--- src/ccsr_pkg.sv ---
/*
 * Package for the chip control and status register group: offsets, field positions,
 * reset values and speed grade encodings.
 * Assumes a 32-bit classic Wishbone register bus with byte addressing.
 */
package ccsr_pkg;

    // Register byte offsets (aligned words).
    localparam logic [7:0] CCSR_SUSP_OFS  = 8'h00;
    localparam logic [7:0] CCSR_SPEED_OFS = 8'h04;
    localparam logic [7:0] CCSR_MISC_OFS  = 8'h08;

    // Field positions.
    localparam int CCSR_SUSP_SEL_BIT    = 31;
    localparam int CCSR_SPEED_LSB       = 23;
    localparam int CCSR_SPEED_W         = 9;
    localparam int CCSR_PARITY_HOLD_BIT = 12;
    localparam int CCSR_PRIO_LSB        = 0;
    localparam int CCSR_PRIO_W          = 3;
    localparam int CCSR_MISC_RSV_LSB    = 3;
    localparam int CCSR_MISC_RSV_W      = 9;

    // Reset values.
    localparam logic                    CCSR_SUSP_SEL_RST    = 1'b0;
    localparam logic                    CCSR_PARITY_HOLD_RST = 1'b0;
    localparam logic [CCSR_PRIO_W-1:0]  CCSR_PRIO_RST        = 3'h0;
    // Bits 11-3 of the miscellaneous register come out of reset as 0 0100 0011.
    localparam logic [8:0]              CCSR_MISC_RSV_RST    = 9'h043;

    // Decoded speed grade.
    typedef enum logic [2:0] {
        CCSR_GRADE_800,
        CCSR_GRADE_1000,
        CCSR_GRADE_1200,
        CCSR_GRADE_1250,
        CCSR_GRADE_1500,
        CCSR_GRADE_RSVD
    } ccsr_grade_t;

endpackage : ccsr_pkg

--- src/ccsr_regs.sv ---
/*
 * Chip control and status registers behind a classic Wishbone slave: suspension
 * combine select, speed grade status and miscellaneous chip control.
 * The file also carries the assertions and cover properties that guard the block.
 * Assumes a synchronous bus master on clk_i and a speed code strapped stable.
 * Assumes the master keeps one access open at a time and drops stb after each answer.
 * Assumes core suspension, parity reset request and speed code are synchronous to clk_i.
 */
`timescale 1ns/1ps
`default_nettype none

module ccsr_regs
    import ccsr_pkg::*;
#(
    parameter int NUM_CORES = 2
) (
    // Clock and reset.
    input  wire logic                              clk_i,
    input  wire logic                              rst_b_i,
    // Classic Wishbone slave.
    input  wire logic                              wb_cyc_i,
    input  wire logic                              wb_stb_i,
    input  wire logic                              wb_we_i,
    input  wire logic [7:0]                        wb_adr_i,
    input  wire logic [3:0]                        wb_sel_i,
    input  wire logic [31:0]                       wb_dat_i,
    output logic      [31:0]                       wb_dat_o,
    output logic                                   wb_ack_o,
    output logic                                   wb_err_o,
    // Device side.
    input  wire logic [NUM_CORES-1:0]              core_susp_i,
    input  wire logic [ccsr_pkg::CCSR_SPEED_W-1:0] speed_grade_code_i,
    input  wire logic                              parity_rst_req_i,
    output logic                                   susp_o,
    output logic                                   parity_rst_o,
    output logic [ccsr_pkg::CCSR_PRIO_W-1:0]       queue_dma_link_priority_o,
    output ccsr_pkg::ccsr_grade_t                  speed_grade_o
);
    import ccsr_pkg::*;

    // Whole state of the block.
    typedef struct packed {
        logic                    sel;
        logic                    hold;
        logic [CCSR_PRIO_W-1:0]  prio;
        logic [8:0]              rsv;
        logic [31:0]             dat;
        logic                    ack;
        logic                    err;
        logic                    susp;
        logic                    prst;
        ccsr_grade_t             grade;
    } ccsr_state_t;

    ccsr_state_t s_q;
    ccsr_state_t s_d;
    ccsr_grade_t grade_w;
    logic        req_w;
    logic        hit_w;
    logic [31:0] rd_w;
    logic [31:0] wmask_w;

    // Leading-one decode of the strapped code.
    ccsr_speed_decode u_dec (
        .code_i  (speed_grade_code_i),
        .grade_o (grade_w)
    );

    // A new request is one not yet acknowledged; ack drops the cycle after it is given.
    // Without the ack term a master that holds stb into the answer cycle would be
    // served twice, which would repeat a write and pulse ack again.
    assign req_w = wb_cyc_i && wb_stb_i && !s_q.ack && !s_q.err;
    assign hit_w = (wb_adr_i == CCSR_SUSP_OFS) || (wb_adr_i == CCSR_SPEED_OFS)
                   || (wb_adr_i == CCSR_MISC_OFS);

    // Byte lanes expanded to a bit mask.
    // A lane that is not selected keeps its bits, so sel must cover every field written.
    for (genvar i = 0; i < 4; i++) begin : g_lane
        assign wmask_w[8*i +: 8] = {8{wb_sel_i[i]}};
    end

    // Read multiplexer; unmapped and unused bits read zero, reserved misc bits 11-3 read back what they hold.
    // Reads have no side effects, so a repeated read is always harmless.
    always_comb begin
        rd_w = 32'h0000_0000;
        case (wb_adr_i)
            CCSR_SUSP_OFS:  rd_w[CCSR_SUSP_SEL_BIT] = s_q.sel;
            CCSR_SPEED_OFS: rd_w[CCSR_SPEED_LSB +: CCSR_SPEED_W] = speed_grade_code_i;
            CCSR_MISC_OFS: begin
                rd_w[CCSR_PARITY_HOLD_BIT]                  = s_q.hold;
                rd_w[CCSR_MISC_RSV_LSB +: CCSR_MISC_RSV_W]  = s_q.rsv;
                rd_w[CCSR_PRIO_LSB +: CCSR_PRIO_W]          = s_q.prio;
            end
            default:        rd_w = 32'h0000_0000;
        endcase
    end

    // Next-state logic for bus, registers and device outputs.
    // Ack, err and read data are recomputed every cycle, so each lasts one cycle only.
    always_comb begin
        s_d       = s_q;
        s_d.ack   = req_w && hit_w;
        s_d.err   = req_w && !hit_w;
        s_d.dat   = (req_w && hit_w && !wb_we_i) ? rd_w : 32'h0000_0000;
        if (req_w && hit_w && wb_we_i) begin
            if (wb_adr_i == CCSR_SUSP_OFS && wmask_w[CCSR_SUSP_SEL_BIT]) begin
                s_d.sel = wb_dat_i[CCSR_SUSP_SEL_BIT];
            end
            if (wb_adr_i == CCSR_MISC_OFS) begin
                if (wmask_w[CCSR_PARITY_HOLD_BIT]) begin
                    s_d.hold = wb_dat_i[CCSR_PARITY_HOLD_BIT];
                end
                if (wmask_w[CCSR_PRIO_LSB]) begin
                    s_d.prio = wb_dat_i[CCSR_PRIO_LSB +: CCSR_PRIO_W];
                end
                // Bits 11-3 are writable reserved storage, kept software.
                s_d.rsv = (s_q.rsv & ~wmask_w[CCSR_MISC_RSV_LSB +: CCSR_MISC_RSV_W])
                          | (wb_dat_i[CCSR_MISC_RSV_LSB +: CCSR_MISC_RSV_W]
                             & wmask_w[CCSR_MISC_RSV_LSB +: CCSR_MISC_RSV_W]);
            end
        end
        s_d.susp  = s_q.sel ? (|core_susp_i) : (&core_susp_i);
        s_d.prst  = parity_rst_req_i && !s_q.hold;
        s_d.grade = grade_w;
    end

    // State register.
    // The reset branch loads constants only; the first edge after release loads s_d.
    always_ff @(posedge clk_i or negedge rst_b_i) begin
        if (!rst_b_i) begin
            s_q.sel   <= CCSR_SUSP_SEL_RST;
            s_q.hold  <= CCSR_PARITY_HOLD_RST;
            s_q.prio  <= CCSR_PRIO_RST;
            s_q.rsv   <= CCSR_MISC_RSV_RST;
            s_q.dat   <= 32'h0000_0000;
            s_q.ack   <= 1'b0;
            s_q.err   <= 1'b0;
            s_q.susp  <= 1'b0;
            s_q.prst  <= 1'b0;
            s_q.grade <= CCSR_GRADE_800;
        end else begin
            s_q <= s_d;
        end
    end

    // Outputs straight from flip-flops.
    // No output passes through logic after its flip-flop, so pin timing stays clean.
    assign wb_dat_o                  = s_q.dat;
    assign wb_ack_o                  = s_q.ack;
    assign wb_err_o                  = s_q.err;
    assign susp_o                    = s_q.susp;
    assign parity_rst_o              = s_q.prst;
    assign queue_dma_link_priority_o = s_q.prio;
    assign speed_grade_o             = s_q.grade;
endmodule // ccsr_regs

`default_nettype wire

--- src/ccsr_speed_decode.sv ---
/*
 * Leading-one decoder turning the 9-bit speed grade code into a grade.
 * Assumes a code that is stable while the device runs.
 */
`timescale 1ns/1ps
`default_nettype none

module ccsr_speed_decode
    import ccsr_pkg::*;
(
    // Code in.
    input  wire logic [ccsr_pkg::CCSR_SPEED_W-1:0] code_i,
    // Decoded grade out.
    output ccsr_pkg::ccsr_grade_t                  grade_o
);

    // The highest set bit picks the grade; lower bits are don't-care.
    always_comb begin
        grade_o = CCSR_GRADE_800;
        if (code_i[0]) grade_o = CCSR_GRADE_1000;
        if (code_i[1]) grade_o = CCSR_GRADE_1200;
        if (code_i[2]) grade_o = CCSR_GRADE_1250;
        if (code_i[3]) grade_o = CCSR_GRADE_RSVD;
        if (code_i[4]) grade_o = CCSR_GRADE_1500;
        if (code_i[5]) grade_o = CCSR_GRADE_1250;
        if (code_i[6]) grade_o = CCSR_GRADE_1200;
        if (code_i[7]) grade_o = CCSR_GRADE_1000;
        if (code_i[8]) grade_o = CCSR_GRADE_800;
    end

endmodule // ccsr_speed_decode

`default_nettype wire

--- config.mk ---
export PLATFORM = sky130hd
export DESIGN_NAME = ccsr_regs
export DESIGN_NICKNAME = d
export VERILOG_FILES = /design/src/ccsr_pkg.sv /design/src/ccsr_regs.sv /design/src/ccsr_speed_decode.sv
export SDC_FILE = /design/constraint.sdc
export NUM_CORES = 1
export LEC_CHECK = 0
export ABC_CLOCK_PERIOD_IN_PS = 2900
export BUFFER_PORTS_ARGS = -buffer_cell sky130_fd_sc_hd__clkbuf_2
export CAP_MARGIN = 25
export CELL_PAD_IN_SITES_DETAIL_PLACEMENT = 1
export CELL_PAD_IN_SITES_GLOBAL_PLACEMENT = 1
export CORE_ASPECT_RATIO = 0.6
export CORE_MARGIN = 4
export CORE_UTILIZATION = 35
export DETAILED_ROUTE_END_ITERATION = 8
export GPL_TIMING_DRIVEN = 0
export PLACE_DENSITY_LB_ADDON = 0.1
export SYNTH_ARGS = -nofsm -noshare
export SYNTH_HDL_FRONTEND = slang
export SYNTH_SLANG_ARGS = --single-unit
--- constraint.sdc ---
create_clock -name clk_i -period 2.9 [get_ports clk_i]
set_input_delay 0.29 -clock clk_i [delete_from_list [all_inputs] [get_ports clk_i]]
set_output_delay 0.29 -clock clk_i [all_outputs]
set_load 0.01 [all_outputs]
==> impl_metrics.toml <==
[run_status]
outcome = "completed"

[timing]
fmax_mhz = 448
setup-tns-final_ns = 0
finalHoldViolCount = 0
min_period_ns = 2.23
worst_slew_pin_slew_ns = 0.720
slew_violations = 0
finalSetupViolations = 0
slew_headroom_pct = 52.0
rsz0062_at_grt = "no"
skew_ns = 0.00436
min_period_over_period_pct = 77.0

[yosys]
synth_cell_types = 31
ys_ff_latch = 43
netlist_area_mm2 = 0.00202
ys_seq_area_share_pct = 53.5
synth.avg_cell_area_um2 = 12.1
postSynthCellCount = 167
yosysWarnings = 0

[cts]
cts_made_buffers = 5
cts_tree = "yes"
clock_path_buffers = 2
clk_latency_ns = 0.29
path_clk_slew_ns = 0.08
clock_sinks = 43
cts_max_level = 2
cts-root-buf = "clkbuf_8"
cts_setup_buffers = 0

[drt]
ant_nets = 0
routed_wl_um = 4290
drt_iter0_markers = 22
drtPass1Iterations = 4
viasPerCell = 4.06
wl_per_cell_um = 12.6
post-route-drc-count = 0
vias = 1382

[die]
die_w_um = 106
floorplan.initialDensity_pct = 36.2
rows = 21
coreArea_mm2 = 0.00557
top_level_ports = 103
die_area_mm2 = 0.00708
die_h_um = 66.8

[worst_setup_path]
rrSetupSlack_ns = 0.67
cpPeakStageDelay_ns = 0.57
required_ns = 3.08
crit_fanout = 8
worst-path-buf-inv = 1
cp-start-kind = "flop"
slowest_stage = "nor4_4"
cp.arrival_ns = 2.41
reg2reg_depth = 4
endpoint_kind = "flop"
crit_family = "simple AND/OR/NAND/NOR gates"
r2r_start = "wb_ack_o$_DFF_PN0_"
worst-setup-path-type = "reg2reg"
worstPathCellList = "or4bb_1 -> clkbuf_1 -> nor4_4 -> mux2_2"

[min_path]
hp-class = "in2reg"
min_from = "speed_grade_code_i[8]"
hold_end = "speed_grade_o[1]$_DFF_PN0_"
holdPathStages = 2

[place]
globalplace.congestion = 0.725
dp.cells = 331
port_buffers = 73
placed_cell_area_mm2 = 0.00254
dpl.hpwl_um = 3470

[job]
max_cap_violations = 0

[power]
p_leak_nw = 1.40
peakVddDrop_mv = 0.148
p_total_mw = 1.10
power_per_cell_area_mw_per_mm2 = 417

[global_routing]
busiest_layer = "met2"
grt_first_pass_wirelength_um = 7190
grt_use_met2_pct = 21.0
overflow = 0
grt_max_degree = 26
grt_util_met3_pct = 4.55
track_usage_pct = 13.3
grt_pass1_vias = 1486
grtUsageMet1_pct = 17.4
antenna_found_initial = 0

[final_layout]
drive_above_1_share_pct = 59.2
finalNetCount = 320
final_common_cell = "clkbuf_2"
ff_latch_area_mm2 = 0.00108
design_area_mm2 = 0.00264
final_cell_mix = "74 x clkbuf_2, 40 x dfrtp_1, 38 x buf_4, 14 x inv_1, 14 x mux2_2"
final_cells = 340
diodes = 0
area_growth_pct = 31.0
fillers = 651
utilization_pct = 47.4
multi_input_comb_area_um2 = 601
[report_power, final]
group | total [mW] | switching, mW | internal [mW]
logic | 0.103 | 0.0550 | 0.0481
registers | 0.607 | 0.00245 | 0.605
clock network | 0.391 | 0.198 | 0.192
total | 1.10 | 0.256 | 0.845
[metal layers]
metal  vias to the layer above  routed length (um)
met4                         0                  35
met3                         5                 301
met2                        47                1870
met1                       646                2080
met5                         -                   0
li1                        684                   -
[cell type report]
| cell class | count | area share [%] |
|---|---|---|
| Tap cell | 80 | 3.79 |
| Inverter | 14 | 1.99 |
| Clock buffer | 7 | 3.27 |
| Sequential cell | 43 | 40.9 |
| Clock inverter | 1 | 0.189 |
| Multi-Input combinational cell | 75 | 22.7 |
| Buffer | 44 | 12.0 |
| Timing Repair Buffer | 76 | 15.2 |
[cell usage after synthesis]
library cell | instances | share of area [%]
nor2b_1 | 1 | 0.31
clkbuf_2 | 1 | 0.25
buf_6 | 1 | 0.56
clkbuf_1 | 3 | 0.56
or4_1 | 2 | 0.74
and2_1 | 8 | 2.5
o31a_1 | 1 | 0.43
or4bb_1 | 2 | 1.1
nand4b_1 | 2 | 0.87
or2_2 | 1 | 0.31
buf_4 | 38 | 14
nor2_1 | 4 | 0.74
dfrtp_1 | 40 | 50
conb_1 | 1 | 0.19
nor3_1 | 4 | 0.99
mux2_2 | 14 | 7.8
maj3_1 | 1 | 0.50
mux2i_1 | 1 | 0.50
or3b_2 | 1 | 0.43
a2111oi_0 | 1 | 0.43
o21ai_0 | 1 | 0.25
a211oi_1 | 2 | 0.74
inv_1 | 14 | 2.6
nor4b_1 | 1 | 0.43
nor4_1 | 2 | 0.62
nor4_4 | 2 | 2.1
nor3_2 | 10 | 5.0
a21oi_1 | 2 | 0.50
nand2b_1 | 2 | 0.62
buf_2 | 1 | 0.25
dfstp_2 | 3 | 3.9
[kinds of logic (layout without fill, tap and decap cells)]
kind of cell               Yosys count  after routing  synth area share [%]
buffers and inverters               58            142                  18.4
DFF                                 43             43                  53.5
and+or+nand+nor                     42             42                  16.7
muxes                               15             15                  8.31
AOI/OAI and AO/OA                    7              7                  2.36
adders and majority gates            1              1                 0.496
other                                1             10                 0.186
[worst max path at each step]
stage / from / endpoint / slack, ns / cells after the start
floorplan: wb_ack_o$_DFF_PN0_ / flop / 0.89 / 4
global placement: wb_ack_o$_DFF_PN0_ / wb_dat_o[27]$_DFF_PN0_ / 0.51 / 4
detailed placement: wb_ack_o$_DFF_PN0_ / flop / 0.62 / 4
CTS: wb_ack_o$_DFF_PN0_ / flop / 0.60 / 4
global route: wb_ack_o$_DFF_PN0_ / flop / 0.49 / 4
finish: wb_ack_o$_DFF_PN0_ / flop / 0.67 / 4
[metrics by stage]
| step | setup WS, ns | hold slack, ns |
|---|---|---|
| after detailed placement | 0.616 | 0.286 |
| after global routing | 0.486 | 0.206 |
| after global placement | 0.506 | 0.447 |
| after floorplan | 0.888 | -0.00559 |
| after CTS | 0.597 | 0.195 |
| final | 0.668 | 0.208 |
[what timing repair did]
item	in CTS	in global routing
hold endpoints to repair	18	0
gates resized for setup	0	0
hold buffers	1	0
Note: power is estimated with default switching activity, not from simulation.
